--- config.mk ---
export PLATFORM = sky130hd
export DESIGN_NAME = vprc_top
export DESIGN_NICKNAME = d
export VERILOG_FILES = /design/src/verilog/vprc_pkg.sv /design/src/verilog/vprc_if.sv /design/src/verilog/vprc_chan.sv /design/src/verilog/vprc_irq.sv /design/src/verilog/vprc_top.sv
export SDC_FILE = /design/constraint.sdc
export NUM_CORES = 1
export LEC_CHECK = 0
export ABC_AREA = 1
export BUFFER_PORTS_ARGS = -buffer_cell sky130_fd_sc_hd__clkbuf_2
export CORE_ASPECT_RATIO = 1.5
export CORE_UTILIZATION = 32
export DETAILED_ROUTE_END_ITERATION = 10
export PLACE_DENSITY_LB_ADDON = 0.1
export SETUP_SLACK_MARGIN = 0.4
export SYNTH_ARGS = -nofsm -noshare
export SYNTH_HDL_FRONTEND = slang
export SYNTH_SLANG_ARGS = --single-unit
--- constraint.sdc ---
create_clock -name clk_i -period 6.3 [get_ports clk_i]
set_input_delay 0.315 -clock clk_i [delete_from_list [all_inputs] [get_ports clk_i]]
set_output_delay 0.315 -clock clk_i [all_outputs]
set_load 0.02 [all_outputs]
--- src/verilog/vprc_pkg.sv ---
package vprc_pkg;
  // Bus and datapath widths.
  localparam int AW    = 8;
  localparam int DW    = 32;
  localparam int PIN_W = 22;
  localparam int IRQ_W = 18;
  localparam int CW    = 16;

  // Register offsets; everything below OFS_PCTL except OFS_PCR is the GPIO group.
  localparam logic [AW-1:0] OFS_PCR   = 8'h00;
  localparam logic [AW-1:0] OFS_PIN_FUNCTION_SELECT = 8'h04;
  localparam logic [AW-1:0] OFS_GDIR  = 8'h08;
  localparam logic [AW-1:0] OFS_GOUT  = 8'h0C;
  localparam logic [AW-1:0] OFS_GIN   = 8'h10;
  localparam logic [AW-1:0] OFS_PCTL  = 8'h20;
  localparam logic [AW-1:0] OFS_IE    = 8'h24;
  localparam logic [AW-1:0] OFS_IS    = 8'h28;
  localparam logic [AW-1:0] OFS_CCA   = 8'h30;
  localparam logic [AW-1:0] OFS_CCB   = 8'h34;
  localparam logic [AW-1:0] OFS_DCTL  = 8'h38;

  // Field positions.
  localparam int PCR_EN_B   = 0;
  localparam int DISP_B     = 0;
  localparam int SRST_B     = 14;
  localparam int HALT_B     = 15;
  localparam int VIE_B      = 31;
  localparam int CEN_B      = 0;
  localparam int CBLK_B     = 1;
  localparam int CRST_B     = 2;
  localparam int GPIO_IRQ_B = 17;

  // Channel control values after reset and while in channel reset.
  localparam logic [CW-1:0] CH_RST_VAL   = 16'h0002;
  localparam logic [CW-1:0] CH_INRST_VAL = 16'h0006;

  // Video clock edges before the last one that a soft or channel reset waits for.
  localparam logic [2:0] SRST_LAST  = 3'h3;
  localparam logic [2:0] CHRST_LAST = 3'h3;

  typedef enum logic [3:0] {
    PS_OFF  = 4'h1,
    PS_HALT = 4'h2,
    PS_SRST = 4'h4,
    PS_RUN  = 4'h8
  } vprc_state_t;

  function automatic logic chan_go(input logic [CW-1:0] c);
    return c[CEN_B] & ~c[CBLK_B] & ~c[CRST_B];
  endfunction
endpackage

--- src/verilog/vprc_if.sv ---
`timescale 1ns/1ps
interface vprc_chan_if;
  logic                    wr;
  logic [vprc_pkg::CW-1:0] wdata;
  logic                    clk_edge;
  logic [vprc_pkg::CW-1:0] ctl;
  modport host (output wr, wdata, clk_edge, input ctl);
  modport chan (input wr, wdata, clk_edge, output ctl);
endinterface

interface vprc_irq_if;
  logic [vprc_pkg::IRQ_W-1:0] ev;
  logic [vprc_pkg::DW-1:0]    ie;
  logic                       clr_wr;
  logic [vprc_pkg::IRQ_W-1:0] clr_data;
  logic [vprc_pkg::IRQ_W-1:0] status;
  logic                       pulse;
  modport host (output ev, ie, clr_wr, clr_data, input status, pulse);
  modport irq  (input ev, ie, clr_wr, clr_data, output status, pulse);
endinterface

--- src/verilog/vprc_chan.sv ---
`timescale 1ns/1ps
module vprc_chan (
  // Clock and reset
  input wire logic clk_i,
  input wire logic reset_i,
  input wire logic ce_i,
  // Control carrier
  vprc_chan_if.chan c
);
  logic [vprc_pkg::CW-1:0] ctl_reg, ctl_next;
  logic [2:0]              cnt_reg;

  always_comb begin
    ctl_next = ctl_reg;
    if (ctl_reg[vprc_pkg::CRST_B]) begin
      if (c.clk_edge && cnt_reg == vprc_pkg::CHRST_LAST) begin
        ctl_next = vprc_pkg::CH_RST_VAL;
      end
    end else if (c.wr && c.wdata[vprc_pkg::CRST_B]) begin
      ctl_next = vprc_pkg::CH_INRST_VAL;
    end else if (c.wr && ctl_reg[vprc_pkg::CEN_B]) begin
      ctl_next = {ctl_reg[vprc_pkg::CW-1:3], c.wdata[2:0]};
    end else if (c.wr) begin
      ctl_next = c.wdata;
    end
  end

  always_ff @(posedge clk_i) if (ce_i) begin
    if (reset_i) ctl_reg <= vprc_pkg::CH_RST_VAL;
    else ctl_reg <= ctl_next;
  end

  // The reset needs the channel clock; a stopped clock leaves it pending.
  always_ff @(posedge clk_i) if (ce_i) begin
    if (reset_i || !ctl_reg[vprc_pkg::CRST_B]) cnt_reg <= 3'h0;
    else if (c.clk_edge) cnt_reg <= cnt_reg + 3'h1;
  end

  assign c.ctl = ctl_reg;
endmodule

--- src/verilog/vprc_irq.sv ---
`timescale 1ns/1ps
module vprc_irq (
  // Clock and reset
  input wire logic clk_i,
  input wire logic reset_i,
  input wire logic ce_i,
  // Flag carrier
  vprc_irq_if.irq  q
);
  logic [vprc_pkg::IRQ_W-1:0] status_reg, status_next;
  logic                       armed_reg;
  logic                       pulse_reg;
  logic                       active;
  logic                       clr_hit;
  logic                       fire;

  assign clr_hit = q.clr_wr && |(q.clr_data & status_reg);
  assign active  = q.ie[vprc_pkg::VIE_B] && |(status_reg & q.ie[vprc_pkg::IRQ_W-1:0]);
  assign fire    = active && armed_reg;

  // A flag raised in the cycle of its clearing write stays set.
  always_comb begin
    status_next = status_reg;
    if (q.clr_wr) status_next = status_next & ~q.clr_data;
    status_next = status_next | q.ev;
  end

  always_ff @(posedge clk_i) if (ce_i) begin
    if (reset_i) status_reg <= '0;
    else status_reg <= status_next;
  end

  always_ff @(posedge clk_i) if (ce_i) begin
    if (reset_i) armed_reg <= 1'h1;
    else if (clr_hit || !active) armed_reg <= 1'h1;
    else if (fire) armed_reg <= 1'h0;
  end

  always_ff @(posedge clk_i) if (ce_i) begin
    if (reset_i) pulse_reg <= 1'h0;
    else pulse_reg <= fire;
  end

  assign q.status = status_reg;
  assign q.pulse  = pulse_reg;
endmodule

--- src/verilog/vprc_top.sv ---
`timescale 1ns/1ps
module vprc_top #(
  parameter int CAP_W = 32
) (
  // Clock, reset and enable
  input  wire logic                         clk_i,
  input  wire logic                         reset_i,
  input  wire logic                         ce_i,
  input  wire logic                         por_i,
  // Register port
  input  wire logic [vprc_pkg::AW-1:0]      addr_i,
  input  wire logic [vprc_pkg::DW-1:0]      wdata_i,
  input  wire logic                         wr_i,
  input  wire logic                         rd_i,
  output logic      [vprc_pkg::DW-1:0]      rdata_o,
  // DMA data access
  input  wire logic                         dma_rd_i,
  input  wire logic                         dma_wr_i,
  input  wire logic [CAP_W-1:0]             dma_wdata_i,
  output logic                              dma_rready_o,
  output logic                              dma_wready_o,
  output logic      [CAP_W-1:0]             dma_rdata_o,
  // Channel datapath
  input  wire logic [CAP_W-1:0]             cap_word_i,
  output logic      [CAP_W-1:0]             disp_word_o,
  output logic                              disp_word_vld_o,
  input  wire logic [vprc_pkg::IRQ_W-2:0]   irq_ev_i,
  input  wire logic [5:0]                   dma_evt_i,
  // DMA requests
  output logic                              luma_dma_req_a_o,
  output logic                              blue_diff_dma_req_a_o,
  output logic                              red_diff_dma_req_a_o,
  output logic                              luma_dma_req_b_o,
  output logic                              blue_diff_dma_req_b_o,
  output logic                              red_diff_dma_req_b_o,
  // Clock gates and channel status
  output logic                              video_clock_one_gate_o,
  output logic                              video_clock_two_gate_o,
  output logic                              system_time_clock_gate_o,
  output logic      [1:0]                   cap_count_en_o,
  output logic      [1:0]                   cap_go_o,
  output logic                              disp_count_en_o,
  output logic                              disp_go_o,
  output logic      [2:0]                   fifo_flush_o,
  output logic                              irq_o,
  // Video pins
  input  wire logic                         video_clock_one_i,
  input  wire logic                         channel_input_clock_b_i,
  input  wire logic [vprc_pkg::PIN_W-1:0]   vid_out_i,
  input  wire logic [vprc_pkg::PIN_W-1:0]   pin_i,
  output logic      [vprc_pkg::PIN_W-1:0]   pin_o,
  output logic      [vprc_pkg::PIN_W-1:0]   pin_oe_n_o
);
  localparam int PW = vprc_pkg::PIN_W;

  logic                        por_s1_reg, por_s2_reg;
  logic [1:0]                  ck_s1_reg, ck_s2_reg, ck_s3_reg;
  logic [PW-1:0]               pin_s1_reg, pin_s2_reg, pin_s3_reg;
  logic [1:0]                  ck_rise;
  logic                        rst_s, port_rst, live, acc_ok, wr_ok, gpio_ev, go_a, go_b;
  vprc_pkg::vprc_state_t       state_reg, state_next;
  logic                        pcr_en_reg, halt_reg, srst_reg, disp_reg;
  logic [2:0]                  srst_cnt_reg;
  logic [PW-1:0]               pin_function_select_reg, gdir_reg, gout_reg, drive;
  logic [PW-1:0]               pin_reg, oe_n_reg;
  logic [vprc_pkg::DW-1:0]     ie_reg, rdata_reg, rd_next;
  logic [5:0]                  req_reg;
  logic [CAP_W-1:0]            dma_rdata_reg, disp_word_reg;
  logic                        disp_vld_reg;

  vprc_chan_if cha_if();
  vprc_chan_if chb_if();
  vprc_chan_if dsp_if();
  vprc_irq_if  irq_if();

  // Pins and channel clocks come from outside this clock's domain.
  always_ff @(posedge clk_i) if (ce_i) begin
    por_s1_reg <= por_i;
    por_s2_reg <= por_s1_reg;
    ck_s1_reg  <= {channel_input_clock_b_i, video_clock_one_i};
    ck_s2_reg  <= ck_s1_reg;
    ck_s3_reg  <= ck_s2_reg;
    pin_s1_reg <= pin_i;
    pin_s2_reg <= pin_s1_reg;
    pin_s3_reg <= pin_s2_reg;
  end

  assign rst_s    = reset_i | por_s2_reg;
  assign port_rst = rst_s | (state_reg == vprc_pkg::PS_SRST);
  assign ck_rise  = ck_s2_reg & ~ck_s3_reg;
  assign live     = state_reg == vprc_pkg::PS_RUN;
  assign acc_ok   = (addr_i < vprc_pkg::OFS_PCTL) | pcr_en_reg;
  assign wr_ok    = wr_i & acc_ok;
  assign gpio_ev  = |((pin_s2_reg ^ pin_s3_reg) & pin_function_select_reg & ~gdir_reg);

  always_comb begin
    state_next = state_reg;
    unique case (state_reg)
      vprc_pkg::PS_OFF: begin
        if (pcr_en_reg) state_next = vprc_pkg::PS_HALT;
      end
      vprc_pkg::PS_HALT: begin
        if (!pcr_en_reg) state_next = vprc_pkg::PS_OFF;
        else if (srst_reg) state_next = vprc_pkg::PS_SRST;
        else if (!halt_reg) state_next = vprc_pkg::PS_RUN;
      end
      vprc_pkg::PS_SRST: begin
        if (ck_rise[0] && srst_cnt_reg == vprc_pkg::SRST_LAST) state_next = vprc_pkg::PS_HALT;
      end
      vprc_pkg::PS_RUN: begin
        if (!pcr_en_reg) state_next = vprc_pkg::PS_OFF;
        else if (srst_reg) state_next = vprc_pkg::PS_SRST;
      end
    endcase
  end

  always_ff @(posedge clk_i) if (ce_i) begin
    if (rst_s) state_reg <= vprc_pkg::PS_OFF;
    else state_reg <= state_next;
  end

  // Soft reset can only complete while the first video clock toggles.
  always_ff @(posedge clk_i) if (ce_i) begin
    if (state_reg != vprc_pkg::PS_SRST) srst_cnt_reg <= 3'h0;
    else if (ck_rise[0]) srst_cnt_reg <= srst_cnt_reg + 3'h1;
  end

  // The enable bit survives the soft reset on purpose.
  always_ff @(posedge clk_i) if (ce_i) begin
    if (rst_s) pcr_en_reg <= 1'h0;
    else if (wr_i && addr_i == vprc_pkg::OFS_PCR) pcr_en_reg <= wdata_i[vprc_pkg::PCR_EN_B];
  end

  always_ff @(posedge clk_i) if (ce_i) begin
    if (rst_s) begin
      halt_reg <= 1'h1;
      srst_reg <= 1'h0;
      disp_reg <= 1'h0;
    end else if (state_reg == vprc_pkg::PS_SRST) begin
      halt_reg <= 1'h1;
      disp_reg <= 1'h0;
      srst_reg <= state_next == vprc_pkg::PS_SRST;
    end else if (wr_ok && addr_i == vprc_pkg::OFS_PCTL) begin
      if (wdata_i[vprc_pkg::SRST_B]) srst_reg <= 1'h1;
      if (halt_reg) begin
        halt_reg <= wdata_i[vprc_pkg::HALT_B];
        disp_reg <= wdata_i[vprc_pkg::DISP_B];
      end
    end
  end

  always_ff @(posedge clk_i) if (ce_i) begin
    if (port_rst) begin
      pin_function_select_reg <= '0;
      gdir_reg  <= '0;
      gout_reg  <= '0;
      ie_reg    <= '0;
    end else if (wr_ok) begin
      if (addr_i == vprc_pkg::OFS_PIN_FUNCTION_SELECT) pin_function_select_reg <= wdata_i[PW-1:0];
      if (addr_i == vprc_pkg::OFS_GDIR) gdir_reg <= wdata_i[PW-1:0];
      if (addr_i == vprc_pkg::OFS_GOUT) gout_reg <= wdata_i[PW-1:0];
      if (addr_i == vprc_pkg::OFS_IE) ie_reg <= wdata_i;
    end
  end

  always_comb begin
    rd_next = '0;
    case (addr_i)
      vprc_pkg::OFS_PCR:   rd_next[vprc_pkg::PCR_EN_B] = pcr_en_reg;
      vprc_pkg::OFS_PIN_FUNCTION_SELECT: rd_next[PW-1:0] = pin_function_select_reg;
      vprc_pkg::OFS_GDIR:  rd_next[PW-1:0] = gdir_reg;
      vprc_pkg::OFS_GOUT:  rd_next[PW-1:0] = gout_reg;
      vprc_pkg::OFS_GIN:   rd_next[PW-1:0] = pin_s2_reg;
      vprc_pkg::OFS_PCTL: begin
        rd_next[vprc_pkg::HALT_B] = halt_reg;
        rd_next[vprc_pkg::SRST_B] = srst_reg;
        rd_next[vprc_pkg::DISP_B] = disp_reg;
      end
      vprc_pkg::OFS_IE:    rd_next = ie_reg;
      vprc_pkg::OFS_IS:    rd_next[vprc_pkg::IRQ_W-1:0] = irq_if.status;
      vprc_pkg::OFS_CCA:   rd_next[vprc_pkg::CW-1:0] = cha_if.ctl;
      vprc_pkg::OFS_CCB:   rd_next[vprc_pkg::CW-1:0] = chb_if.ctl;
      vprc_pkg::OFS_DCTL:  rd_next[vprc_pkg::CW-1:0] = dsp_if.ctl;
      default:             rd_next = '0;
    endcase
    if (!acc_ok) rd_next = '0;
  end

  always_ff @(posedge clk_i) if (ce_i) begin
    if (rst_s) rdata_reg <= '0;
    else rdata_reg <= rd_i ? rd_next : '0;
  end
  assign rdata_o = rdata_reg;

  assign cha_if.wr       = wr_ok && addr_i == vprc_pkg::OFS_CCA;
  assign chb_if.wr       = wr_ok && addr_i == vprc_pkg::OFS_CCB;
  assign dsp_if.wr       = wr_ok && addr_i == vprc_pkg::OFS_DCTL;
  assign cha_if.wdata    = wdata_i[vprc_pkg::CW-1:0];
  assign chb_if.wdata    = wdata_i[vprc_pkg::CW-1:0];
  assign dsp_if.wdata    = wdata_i[vprc_pkg::CW-1:0];
  assign cha_if.clk_edge = ck_rise[0];
  assign chb_if.clk_edge = ck_rise[1];
  assign dsp_if.clk_edge = ck_rise[0];

  vprc_chan u_cha (.clk_i(clk_i), .reset_i(port_rst), .ce_i(ce_i), .c(cha_if.chan));
  vprc_chan u_chb (.clk_i(clk_i), .reset_i(port_rst), .ce_i(ce_i), .c(chb_if.chan));
  vprc_chan u_dsp (.clk_i(clk_i), .reset_i(port_rst), .ce_i(ce_i), .c(dsp_if.chan));

  assign irq_if.ev       = {gpio_ev, irq_ev_i};
  assign irq_if.ie       = ie_reg;
  assign irq_if.clr_wr   = wr_ok && addr_i == vprc_pkg::OFS_IS;
  assign irq_if.clr_data = wdata_i[vprc_pkg::IRQ_W-1:0];

  vprc_irq u_irq (.clk_i(clk_i), .reset_i(port_rst), .ce_i(ce_i), .q(irq_if.irq));
  assign irq_o = irq_if.pulse;

  // Channel A carries display when display mode is chosen, else capture A.
  assign go_a = disp_reg ? vprc_pkg::chan_go(dsp_if.ctl) : vprc_pkg::chan_go(cha_if.ctl);
  assign go_b = !disp_reg && vprc_pkg::chan_go(chb_if.ctl);

  always_ff @(posedge clk_i) if (ce_i) begin
    if (port_rst) req_reg <= '0;
    else req_reg <= dma_evt_i & {{3{live & go_b}}, {3{live & go_a}}};
  end
  assign luma_dma_req_a_o      = req_reg[0];
  assign blue_diff_dma_req_a_o = req_reg[1];
  assign red_diff_dma_req_a_o  = req_reg[2];
  assign luma_dma_req_b_o      = req_reg[3];
  assign blue_diff_dma_req_b_o = req_reg[4];
  assign red_diff_dma_req_b_o  = req_reg[5];

  // Ready is never withheld, so a stopped port cannot hang the DMA.
  assign dma_rready_o = dma_rd_i;
  assign dma_wready_o = dma_wr_i;

  always_ff @(posedge clk_i) if (ce_i) begin
    if (port_rst) begin
      dma_rdata_reg <= '0;
      disp_word_reg <= '0;
      disp_vld_reg  <= 1'h0;
    end else begin
      dma_rdata_reg <= (dma_rd_i && live && !disp_reg && (go_a || go_b)) ? cap_word_i : '0;
      disp_vld_reg  <= dma_wr_i && live && disp_reg && go_a;
      if (dma_wr_i) disp_word_reg <= dma_wdata_i;
    end
  end
  assign dma_rdata_o     = dma_rdata_reg;
  assign disp_word_o     = disp_word_reg;
  assign disp_word_vld_o = disp_vld_reg;

  assign video_clock_one_gate_o = pcr_en_reg;
  assign video_clock_two_gate_o = pcr_en_reg;
  assign system_time_clock_gate_o = pcr_en_reg;

  assign cap_count_en_o  = {chb_if.ctl[vprc_pkg::CEN_B], cha_if.ctl[vprc_pkg::CEN_B]} & {2{live & !disp_reg}};
  assign cap_go_o        = {go_b, go_a & !disp_reg} & {2{live}};
  assign disp_count_en_o = live & disp_reg & dsp_if.ctl[vprc_pkg::CEN_B];
  assign disp_go_o       = live & disp_reg & go_a;
  assign fifo_flush_o    = {dsp_if.ctl[vprc_pkg::CRST_B], chb_if.ctl[vprc_pkg::CRST_B],
                            cha_if.ctl[vprc_pkg::CRST_B]} | {3{port_rst}};

  // Video pins not selected as GPIO drive only when running with display enabled.
  always_comb begin
    drive            = {PW{live & disp_reg & dsp_if.ctl[vprc_pkg::CEN_B]}};
    drive[PW-1]      = live & disp_reg;
    drive            = (drive & ~pin_function_select_reg) | (pin_function_select_reg & gdir_reg);
  end

  always_ff @(posedge clk_i) if (ce_i) begin
    if (rst_s) begin
      oe_n_reg <= '1;
      pin_reg  <= '0;
    end else begin
      oe_n_reg <= ~drive;
      pin_reg  <= (pin_function_select_reg & gout_reg) | (~pin_function_select_reg & vid_out_i);
    end
  end
  assign pin_o      = pin_reg;
  assign pin_oe_n_o = oe_n_reg | {PW{por_i}};
endmodule

==> metrics.md, run 1 <==
| Metric | Value |
|---|---|
| Hold Slack | `0.0233 ns` |
| Synth top cells by count | `edfxtp_1, nand2_1, nor2_1` |
| Leak | `0.00980 uW` |
| Final Cycle Share | `49.0%` |
| Post-CTS Resized | `0` |
| Most common cell in the netlist | `edfxtp_1` |
| Synth unique cells | `32` |
| Sequential area share after synthesis | `67.7%` |
| Placed cells | `2751` |
| Actual slew at the worst max-slew pin | `1.18 ns` |
| Syn nets | `1935` |
| FF-to-FF setup slack | `3.21 ns` |
| Yosys reg bits | `407` |
| Syn. warnings | `0` |
| IO buf count | `342` |
| Switching power | `1520 uW` |
| Core ar. | `55700 um^2` |
| Synth top area cells | `edfxtp_1, nand2_1, nor2_1` |
| Hold wc startpoint | `dma_wdata_i[18]` |
| Share of layout cells above drive strength 1 | `23.2%` |
| Post-Synthesis Cells | `1746` |
| Met1 WL | `23500 um` |
| Num CTS Buffers | `45` |
| Diode count | `0` |
| Clock Skew | `0.0284 ns` |
| Die Span X | `196 um` |
| WL/cell | `19.3 um` |
| TritonCTS clock tree | `done` |
| Maximum net fanout on the critical path | `43` |
| Worst Reg-to-Reg Cells | `7` |
| Met3 Wirelength | `3070 um` |
| Layout filler cell count | `5568` |
| Clk pin slew, worst setup/hold paths | `0.06 ns` |
| Sequential share of power | `51.7%` |
| Reg-to-reg critical path startpoint | `state_reg[1]` |
| EDFF count, synth | `407` |
| Grt total ovfl | `0` |
| Fmax | `324 MHz` |
| Synthesis-to-finish area growth | `22.9%` |
| Syn Area/Cell | `10.3 um^2` |
| DR vias | `13267` |
| Height of the die | `293 um` |
| Total track usage | `19.2%` |
| Synth top area share | `67.7%` |
| Worst Hold End | `disp_word_o[18]` |
| Gate power share | `7.8%` |
| Setup bufs post-CTS | `0` |
| Clk_lat worst skew | `0.59 ns` |
| Post-synth top area cell | `edfxtp_1` |
| Max_slew headroom | `20.8%` |
| Clock buffer depth | `3` |
| Final net count | `2317` |
| DIE AREA | `57400 um^2` |
| CP required | `6.50 ns` |
| Non-Filler Instances | `2862` |
| Max Slew Vio Count | `0` |
| Arr. time, crit path | `3.29 ns` |
| Crit path time final | `3.09 ns` |
| DP HPWL | `39700 um` |
| Internal power | `4730 uW` |
| DR iter-0 viols | `768` |
| Worst hold path type | `in2reg` |
| Clock Power Share | `40.5%` |
| FP Rows | `106` |
| Worst Setup End Kind | `flop` |
| Num ports | `343` |
| Vias per cell | `4.64` |
| VDD IR max | `0.161 mV` |
| Hold Path Stages | `3` |
| Crit path kind | `reg2reg` |
| Routability cong. | `0.834` |
| Hold Fails Final Rpt | `0` |
| Final setup TNS | `0 ns` |
| Remaining DRCs | `0` |
| Startpoint Class | `flop` |
| First-pass GRT wire length | `82200 um` |
| Antenna Nets Post-Route | `0` |
| Status | `complete, no violations` |
| Clock Sinks | `407` |
| PwrDens | `282 nW/um^2` |
| Initial antenna violation count | `0` |
| Area of the mapped netlist | `18000 um^2` |
| Vias in the first global route | `13327` |
| RSZ-0062 raised after global routing | `false` |
| Largest net degree at the start of global routing | `75` |
| Asr flop ratio synth | `0%` |
| Final setup fails | `0` |
| Reg2reg end | `u_chb.c.ctl[11]` |
| Final WL | `55200 um` |
| Initial Utilization | `32.4%` |
| Max cap viols | `0` |
| H-tree Lvls | `2` |
| Ys flop type | `edfxtp_1` |
| DR pass1 iterations | `5` |
| # hold bufs at CTS | `32` |
| Switching portion of total power | `24.4%` |
| Metal2 WL | `27400 um` |
| Clock tree root driver cell | `clkbuf_16` |
| Top sig layer | `met4` |
| Fin util | `39.8%` |
## final cells by class
cell class,count,area (um^2),share of cell area [%]
Timing Repair Buffer,389,2150,9.71
Inverter,275,1030,4.65
Tap cell,702,878,3.96
Clock inverter,26,200,0.902
Clock buffer,53,1160,5.21
Multi-Input combinational cell,1010,4550,20.5
Sequential cell,407,12200,55.1
## power groups by stage
stage	logic (uW)	registers, uW	clock network [uW]
floorplan	193	3310	0
global placement	476	3290	0
detailed placement	478	3290	0
CTS	496	3230	2610
global route	537	3250	2690
finish	484	3230	2530
## critical path, cell delays in order (launching register included)
cell	delay [ns]
edfxtp_1	0.40
nor2_1	0.18
nand3_2	0.20
nand2_4	0.48
nor2_1	0.16
o31ai_1	0.17
nand3_1	0.16
nor2_1	0.93
## metrics by stage
| stage | setup slack, ns | power [uW] | cell area, um^2 |
|---|---|---|---|
| finish | 3.21 | 6250 | 22200 |
| global route | 2.91 | 6470 | 22200 |
| CTS | 3.14 | 6340 | 22200 |
| detailed placement | 2.94 | 3770 | 20500 |
| global placement | 2.96 | 3760 | 20500 |
| floorplan | 3.39 | 3500 | 18000 |
## kinds of logic after synthesis
group / share of synthesized area (%)
buffers and inverters: 7.25
adders and majority gates: 0.555
AOI/OAI and AO/OA: 3.57
DFF: 67.7
and+or+nand+nor: 20.9
## per-layer routing
metal  global-route usage (%)  vias up
li1                         -     6477
met1                     24.0     6306
met2                     33.4      411
met3                     3.59       73
met4                     5.51        0
met5                        0        -
## worst max-delay path by stage
stage / start / to / slack [ns] / depth (start not counted)
2_1_floorplan: system_time_clock_gate_o / ie_reg[0] / 3.39 / 6
3_3_place_gp: addr_i[7] / u_chb.c.ctl[10] / 2.96 / 8
3_5_place_dp: addr_i[7] / u_chb.c.ctl[9] / 2.94 / 8
4_1_cts: state_reg[1] / u_chb.c.ctl[11] / 3.14 / 7
5_1_grt: state_reg[1] / u_chb.c.ctl[10] / 2.91 / 7
6_report: state_reg[1] / u_chb.c.ctl[11] / 3.21 / 7
## cell usage in the layout, fill, tap and decap left out, types with 3 or more instances in the layout
cell type	n
buf_4	15
inv_1	261
nand2_2	9
nor3_1	9
o211ai_1	3
dlygate4sd3_1	32
clkbuf_16	45
ha_1	8
nand2_1	323
o21ai_0	52
bufinv_16	3
edfxtp_1	407
nand3_1	166
o21ai_1	14
nor2_1	302
nand4_1	5
nor2_2	16
inv_6	3
inv_2	13
or2_2	31
nand3_2	4
nor2_4	7
clkbuf_2	341
clkinv_2	4
clkbuf_1	8
clkinv_1	16
a21oi_1	46
Note: power is estimated with default switching activity, not from simulation.
==> run 2: changes to the inputs <==
==> constraint.sdc (replaced) <==
create_clock -name clk_i -period 2.95 [get_ports clk_i]
set_input_delay 0.1475 -clock clk_i [delete_from_list [all_inputs] [get_ports clk_i]]
set_output_delay 0.1475 -clock clk_i [all_outputs]
set_load 0.02 [all_outputs]
==> metrics.md, run 2 (synthesized netlist as in run 1, its figures left out) <==
| Metric | Value |
|---|---|
| Initial Utilization | `32.4%` |
| DR vias | `13875` |
| Core ar. | `55700 um^2` |
| Actual slew at the worst max-slew pin | `0.982 ns` |
| Vias per cell | `4.62` |
| Most frequent cells in the layout | `edfxtp_1, clkbuf_2, nand2_1, nor2_1, inv_1` |
| FP Rows | `106` |
| DR iter-0 viols | `743` |
| Synthesis-to-finish area growth | `31.6%` |
| Max Slew Vio Count | `0` |
| Initial antenna violation count | `0` |
| Clock Skew | `0.0162 ns` |
| Worst Setup Slack, final | `0.521 ns` |
| Num ports | `343` |
| Placed inst area | `20600 um^2` |
| Worst Setup End Kind | `flop` |
| Fin util | `42.7%` |
| Maximum net fanout on the critical path | `13` |
| Met1 usage | `23.9%` |
| Max cap viols | `0` |
| Worst hold path type | `in2reg` |
| FF-to-FF setup slack | `0.52 ns` |
| Total track usage | `19.4%` |
| Die Span X | `196 um` |
| Crit path kind | `reg2reg` |
| Final net count | `2461` |
| Vias in the first global route | `13874` |
| Fmax | `412 MHz` |
| Startpoint Class | `flop` |
| IO buf count | `342` |
| Diode count | `0` |
| TritonCTS clock tree | `done` |
| Layout filler cell count | `5417` |
| VDD IR max | `0.414 mV` |
| Final Cycle Share | `82.3%` |
| Hold Fails Final Rpt | `0` |
| Reg2reg end | `u_dsp.c.ctl[11]` |
| Num CTS Buffers | `45` |
| Final setup fails | `0` |
| DIE AREA | `57400 um^2` |
| Arr. time, crit path | `2.68 ns` |
| Clk_lat worst skew | `0.58 ns` |
| Max_slew headroom | `34.5%` |
| Grt total ovfl | `0` |
| First-pass GRT wire length | `83100 um` |
| Hold wc startpoint | `wdata_i[6]` |
| Non-Filler Instances | `3005` |
| Pre-CTS WS | `0.427 ns` |
| Clock Sinks | `407` |
| Largest net degree at the start of global routing | `147` |
| Antenna Nets Post-Route | `0` |
| Clock buffer depth | `3` |
| CP required | `3.20 ns` |
| Routing usage on met2 | `33.6%` |
| Worst Reg-to-Reg Cells | `8` |
| Hold Path Stages | `3` |
| Share of layout cells above drive strength 1 | `22.8%` |
| Met3 Track Usage GR | `3.21%` |
| Leak | `0.0105 uW` |
| DR pass1 iterations | `5` |
| Placed cells | `2762` |
| DP HPWL | `40100 um` |
| Routability cong. | `0.834` |
| RSZ-0062 raised after global routing | `true` |
| Reg-to-reg critical path startpoint | `state_reg[0]` |
| Clock tree root driver cell | `clkbuf_16` |
| Final Cell Area | `23800 um^2` |
| H-tree Lvls | `2` |
| Final WL | `56400 um` |
| Busiest grt layer | `met2` |
| WL/cell | `18.8 um` |
| Final setup TNS | `0 ns` |
| Crit path time final | `2.43 ns` |
| PwrDens | `581 nW/um^2` |
| Remaining DRCs | `0` |
| Worst Hold End | `gout_reg[6]` |
| Clk pin slew, worst setup/hold paths | `0.06 ns` |
| Status | `complete, no violations` |
| Height of the die | `293 um` |
| Commonest non-fill, non-tap cell in the layout | `edfxtp_1` |
## run 2: changes by cell type in the layout (fill, tap and decap cells not counted), moves of 3 or more
cell / delta
dlygate4sd3_1: +132
clkinv_1: -9
bufinv_16: +3
clkinv_2: +6
buf_4: +6
clkbuf_1: -3
buf_12: +3
clkinvlp_4: +3
## run 2: worst max-delay path: stages, from the launching register on
cell and delay [ns]:
edfxtp_1 0.42, nor2_2 0.23, nand3_4 0.15, nand2_4 0.17
inv_1 0.31, nand3_1 0.22, nand3_1 0.11, a31oi_1 0.17
buf_4 0.29
## run 2: how the worst max path moves through the flow
stage,slack (ns),depth (start not counted),end,from
after floorplan,0.29,6,gout_reg[0],system_time_clock_gate_o
after detailed placement,0.43,5,ie_reg[6],state_reg[1]
after CTS,0.41,5,ie_reg[8],state_reg[1]
after global routing,0.38,8,u_dsp.c.ctl[11],state_reg[0]
final,0.52,8,u_dsp.c.ctl[11],state_reg[0]
after global placement,0.48,5,ie_reg[11],state_reg[1]
## run 2: stage by stage
stage	hold WS (ns)	total power, uW
floorplan	0.246	7480
global placement	0.326	8050
detailed placement	0.326	8060
CTS	0.00100	14000
global route	0.0224	14300
finish	0.0209	13800
## run 2: layout make-up
type | instances | area [um^2] | share of cell area (%)
sequential | 407 | 12200 | 51.4
clock inverter | 28 | 300 | 1.26
clock buffer | 50 | 1140 | 4.82
inverter | 275 | 1030 | 4.34
multi-input combinational | 1011 | 4570 | 19.2
timing repair buffer | 532 | 3610 | 15.2
tap | 702 | 878 | 3.70
## run 2: what timing repair did
action,4_1_cts,5_1_grt
buffers inserted,0,0
resized for setup,0,7
hold buffers,164,0
endpoints found under the setup margin,0,92
hold endpoints to repair,201,0
## run 2: where the power goes
| group | switching, uW | total (uW) | internal, uW |
|---|---|---|---|
| Combinational | 759 | 1200 | 446 |
| Sequential | 173 | 6900 | 6730 |
| Clock | 2380 | 5690 | 3310 |
## run 2: layer usage
layer / up-vias / part of all wire, %
met5: - / 0
met1: 6550 / 42
li1: 6767 / -
met2: 464 / 49
met3: 94 / 5.4
met4: 0 / 3.8
==> run 3: changes to the inputs <==
==> constraint.sdc (replaced) <==
create_clock -name clk_i -period 2.2 [get_ports clk_i]
set_input_delay 0.11 -clock clk_i [delete_from_list [all_inputs] [get_ports clk_i]]
set_output_delay 0.11 -clock clk_i [all_outputs]
set_load 0.02 [all_outputs]
==> metrics.md, run 3 (synthesized netlist as in run 1, its figures left out) <==
| Metric | Value |
|---|---|
| Worst Setup Slack, final | `0.131 ns` |
| DIE AREA | `57400 um^2` |
| Share of layout cells above drive strength 1 | `30.0%` |
| Pre-CTS WS | `0.131 ns` |
| Placed inst area | `21000 um^2` |
| Total track usage | `20.2%` |
| Clock Skew | `0.0140 ns` |
| Clock buffer depth | `3` |
| DR pass1 iterations | `4` |
| Arr. time, crit path | `2.39 ns` |
| DR vias | `14429` |
| DP HPWL | `41400 um` |
| Clk pin slew, worst setup/hold paths | `0.06 ns` |
| Actual slew at the worst max-slew pin | `0.589 ns` |
| Grt total ovfl | `0` |
| TritonCTS clock tree | `done` |
| Clock Sinks | `407` |
| Remaining DRCs | `0` |
| Max cap viols | `0` |
| CP required | `2.52 ns` |
| Clk_lat worst skew | `0.57 ns` |
| Routability cong. | `0.854` |
| Final setup fails | `0` |
| Hold Fails Final Rpt | `0` |
| Clock tree root driver cell | `clkbuf_16` |
| Final net count | `2553` |
| Largest net degree at the start of global routing | `47` |
| Num CTS Buffers | `43` |
| Final Cell Area | `25600 um^2` |
| WL/cell | `20.1 um` |
| PwrDens | `716 nW/um^2` |
| Worst hold path type | `in2reg` |
| Worst Setup End Kind | `flop` |
| Hold Slack | `0.0134 ns` |
| First-pass GRT wire length | `86400 um` |
| Diode count | `0` |
| Max_slew headroom | `60.7%` |
| Most frequent cells in the layout | `edfxtp_1, clkbuf_2, nand2_1, inv_1, nor2_1` |
| Fmax | `483 MHz` |
| Synthesis-to-finish area growth | `41.9%` |
| Status | `complete, no violations` |
| FP Rows | `106` |
| Maximum net fanout on the critical path | `8` |
| VDD IR max | `0.621 mV` |
| Vias per cell | `4.66` |
| Initial Utilization | `32.4%` |
| Commonest non-fill, non-tap cell in the layout | `edfxtp_1` |
| Final setup TNS | `0 ns` |
| Die Span X | `196 um` |
| Final WL | `62100 um` |
| DR iter-0 viols | `862` |
| Non-Filler Instances | `3095` |
| Initial antenna violation count | `0` |
| Leak | `0.0112 uW` |
| Placed cells | `2780` |
| RSZ-0062 raised after global routing | `true` |
| Core ar. | `55700 um^2` |
| Max Slew Vio Count | `0` |
| IO buf count | `342` |
| Final Cycle Share | `94.1%` |
| Num ports | `343` |
| Layout filler cell count | `5280` |
| Antenna Nets Post-Route | `0` |
| Vias in the first global route | `14363` |
| Height of the die | `293 um` |
| H-tree Lvls | `2` |
| Crit path time final | `2.07 ns` |
| Startpoint Class | `flop` |
| Crit path kind | `reg2reg` |
==> run 3: cell count changes in the layout (fill, tap and decap cells not counted), moves of 14 or more <==
cell	previous run	this run
buf_12	3	29
nor2_1	301	237
nor2_4	8	50
buf_6	1	15
buf_4	21	63
nor2_2	17	38
==> run 3: through the flow <==
step	util [%]	total power, uW
final	46.0	18300
after global placement	37.7	10900
after global routing	46.0	19000
after CTS	43.6	18300
after floorplan	-	10100
after detailed placement	37.7	10900
==> run 3: what timing repair did <==
item,4_1_cts,5_1_grt
hold buffers,162,1
pin swaps,8,19
gates resized for setup,44,183
endpoints found under the hold margin,224,4
setup endpoints to repair,297,400
setup buffers,21,39
cloned,1,17
==> run 3: power breakdown <==
part           switching (uW)  internal [uW]
registers                 234           9020
clock network            3130           3950
logic                    1170            828
total                    4530          13800
==> run 3: critical path: stages (launching register included) <==
cell,delay (ns)
edfxtp_1,0.44
nor2_4,0.19
nand3_4,0.17
nand2_8,0.15
buf_12,0.12
clkinv_8,0.05
buf_12,0.14
nand4_1,0.13
buf_6,0.17
buf_12,0.18
nor2_4,0.04
==> run 3: path summary, 6_finish.rpt <==
kind	from	to	slack [ns]	cells after the start
max	state_reg[0]	dma_rdata_o[15]	0.13	10
min	rd_i	rdata_o[17]	0.01	3
max reg2reg	state_reg[0]	dma_rdata_o[15]	0.13	10
min reg2reg	pin_s1_reg[21]	pin_s2_reg[21]	0.42	0
==> run 3: metal layers <==
metal	track usage [%]	wire (um)
met1	24.6	24700
met2	36.0	32300
met3	3.58	3230
met4	6.57	1840
met5	0	0
==> run 3: area by class of cell <==
type / instances / area (um^2) / share of cell area [%]
inverter: 275 / 1050 / 4.11
sequential: 407 / 12200 / 47.7
multi-input combinational: 1012 / 5180 / 20.2
timing repair buffer: 625 / 4970 / 19.4
clock inverter: 20 / 146 / 0.572
clock buffer: 54 / 1160 / 4.53
tap: 702 / 878 / 3.43
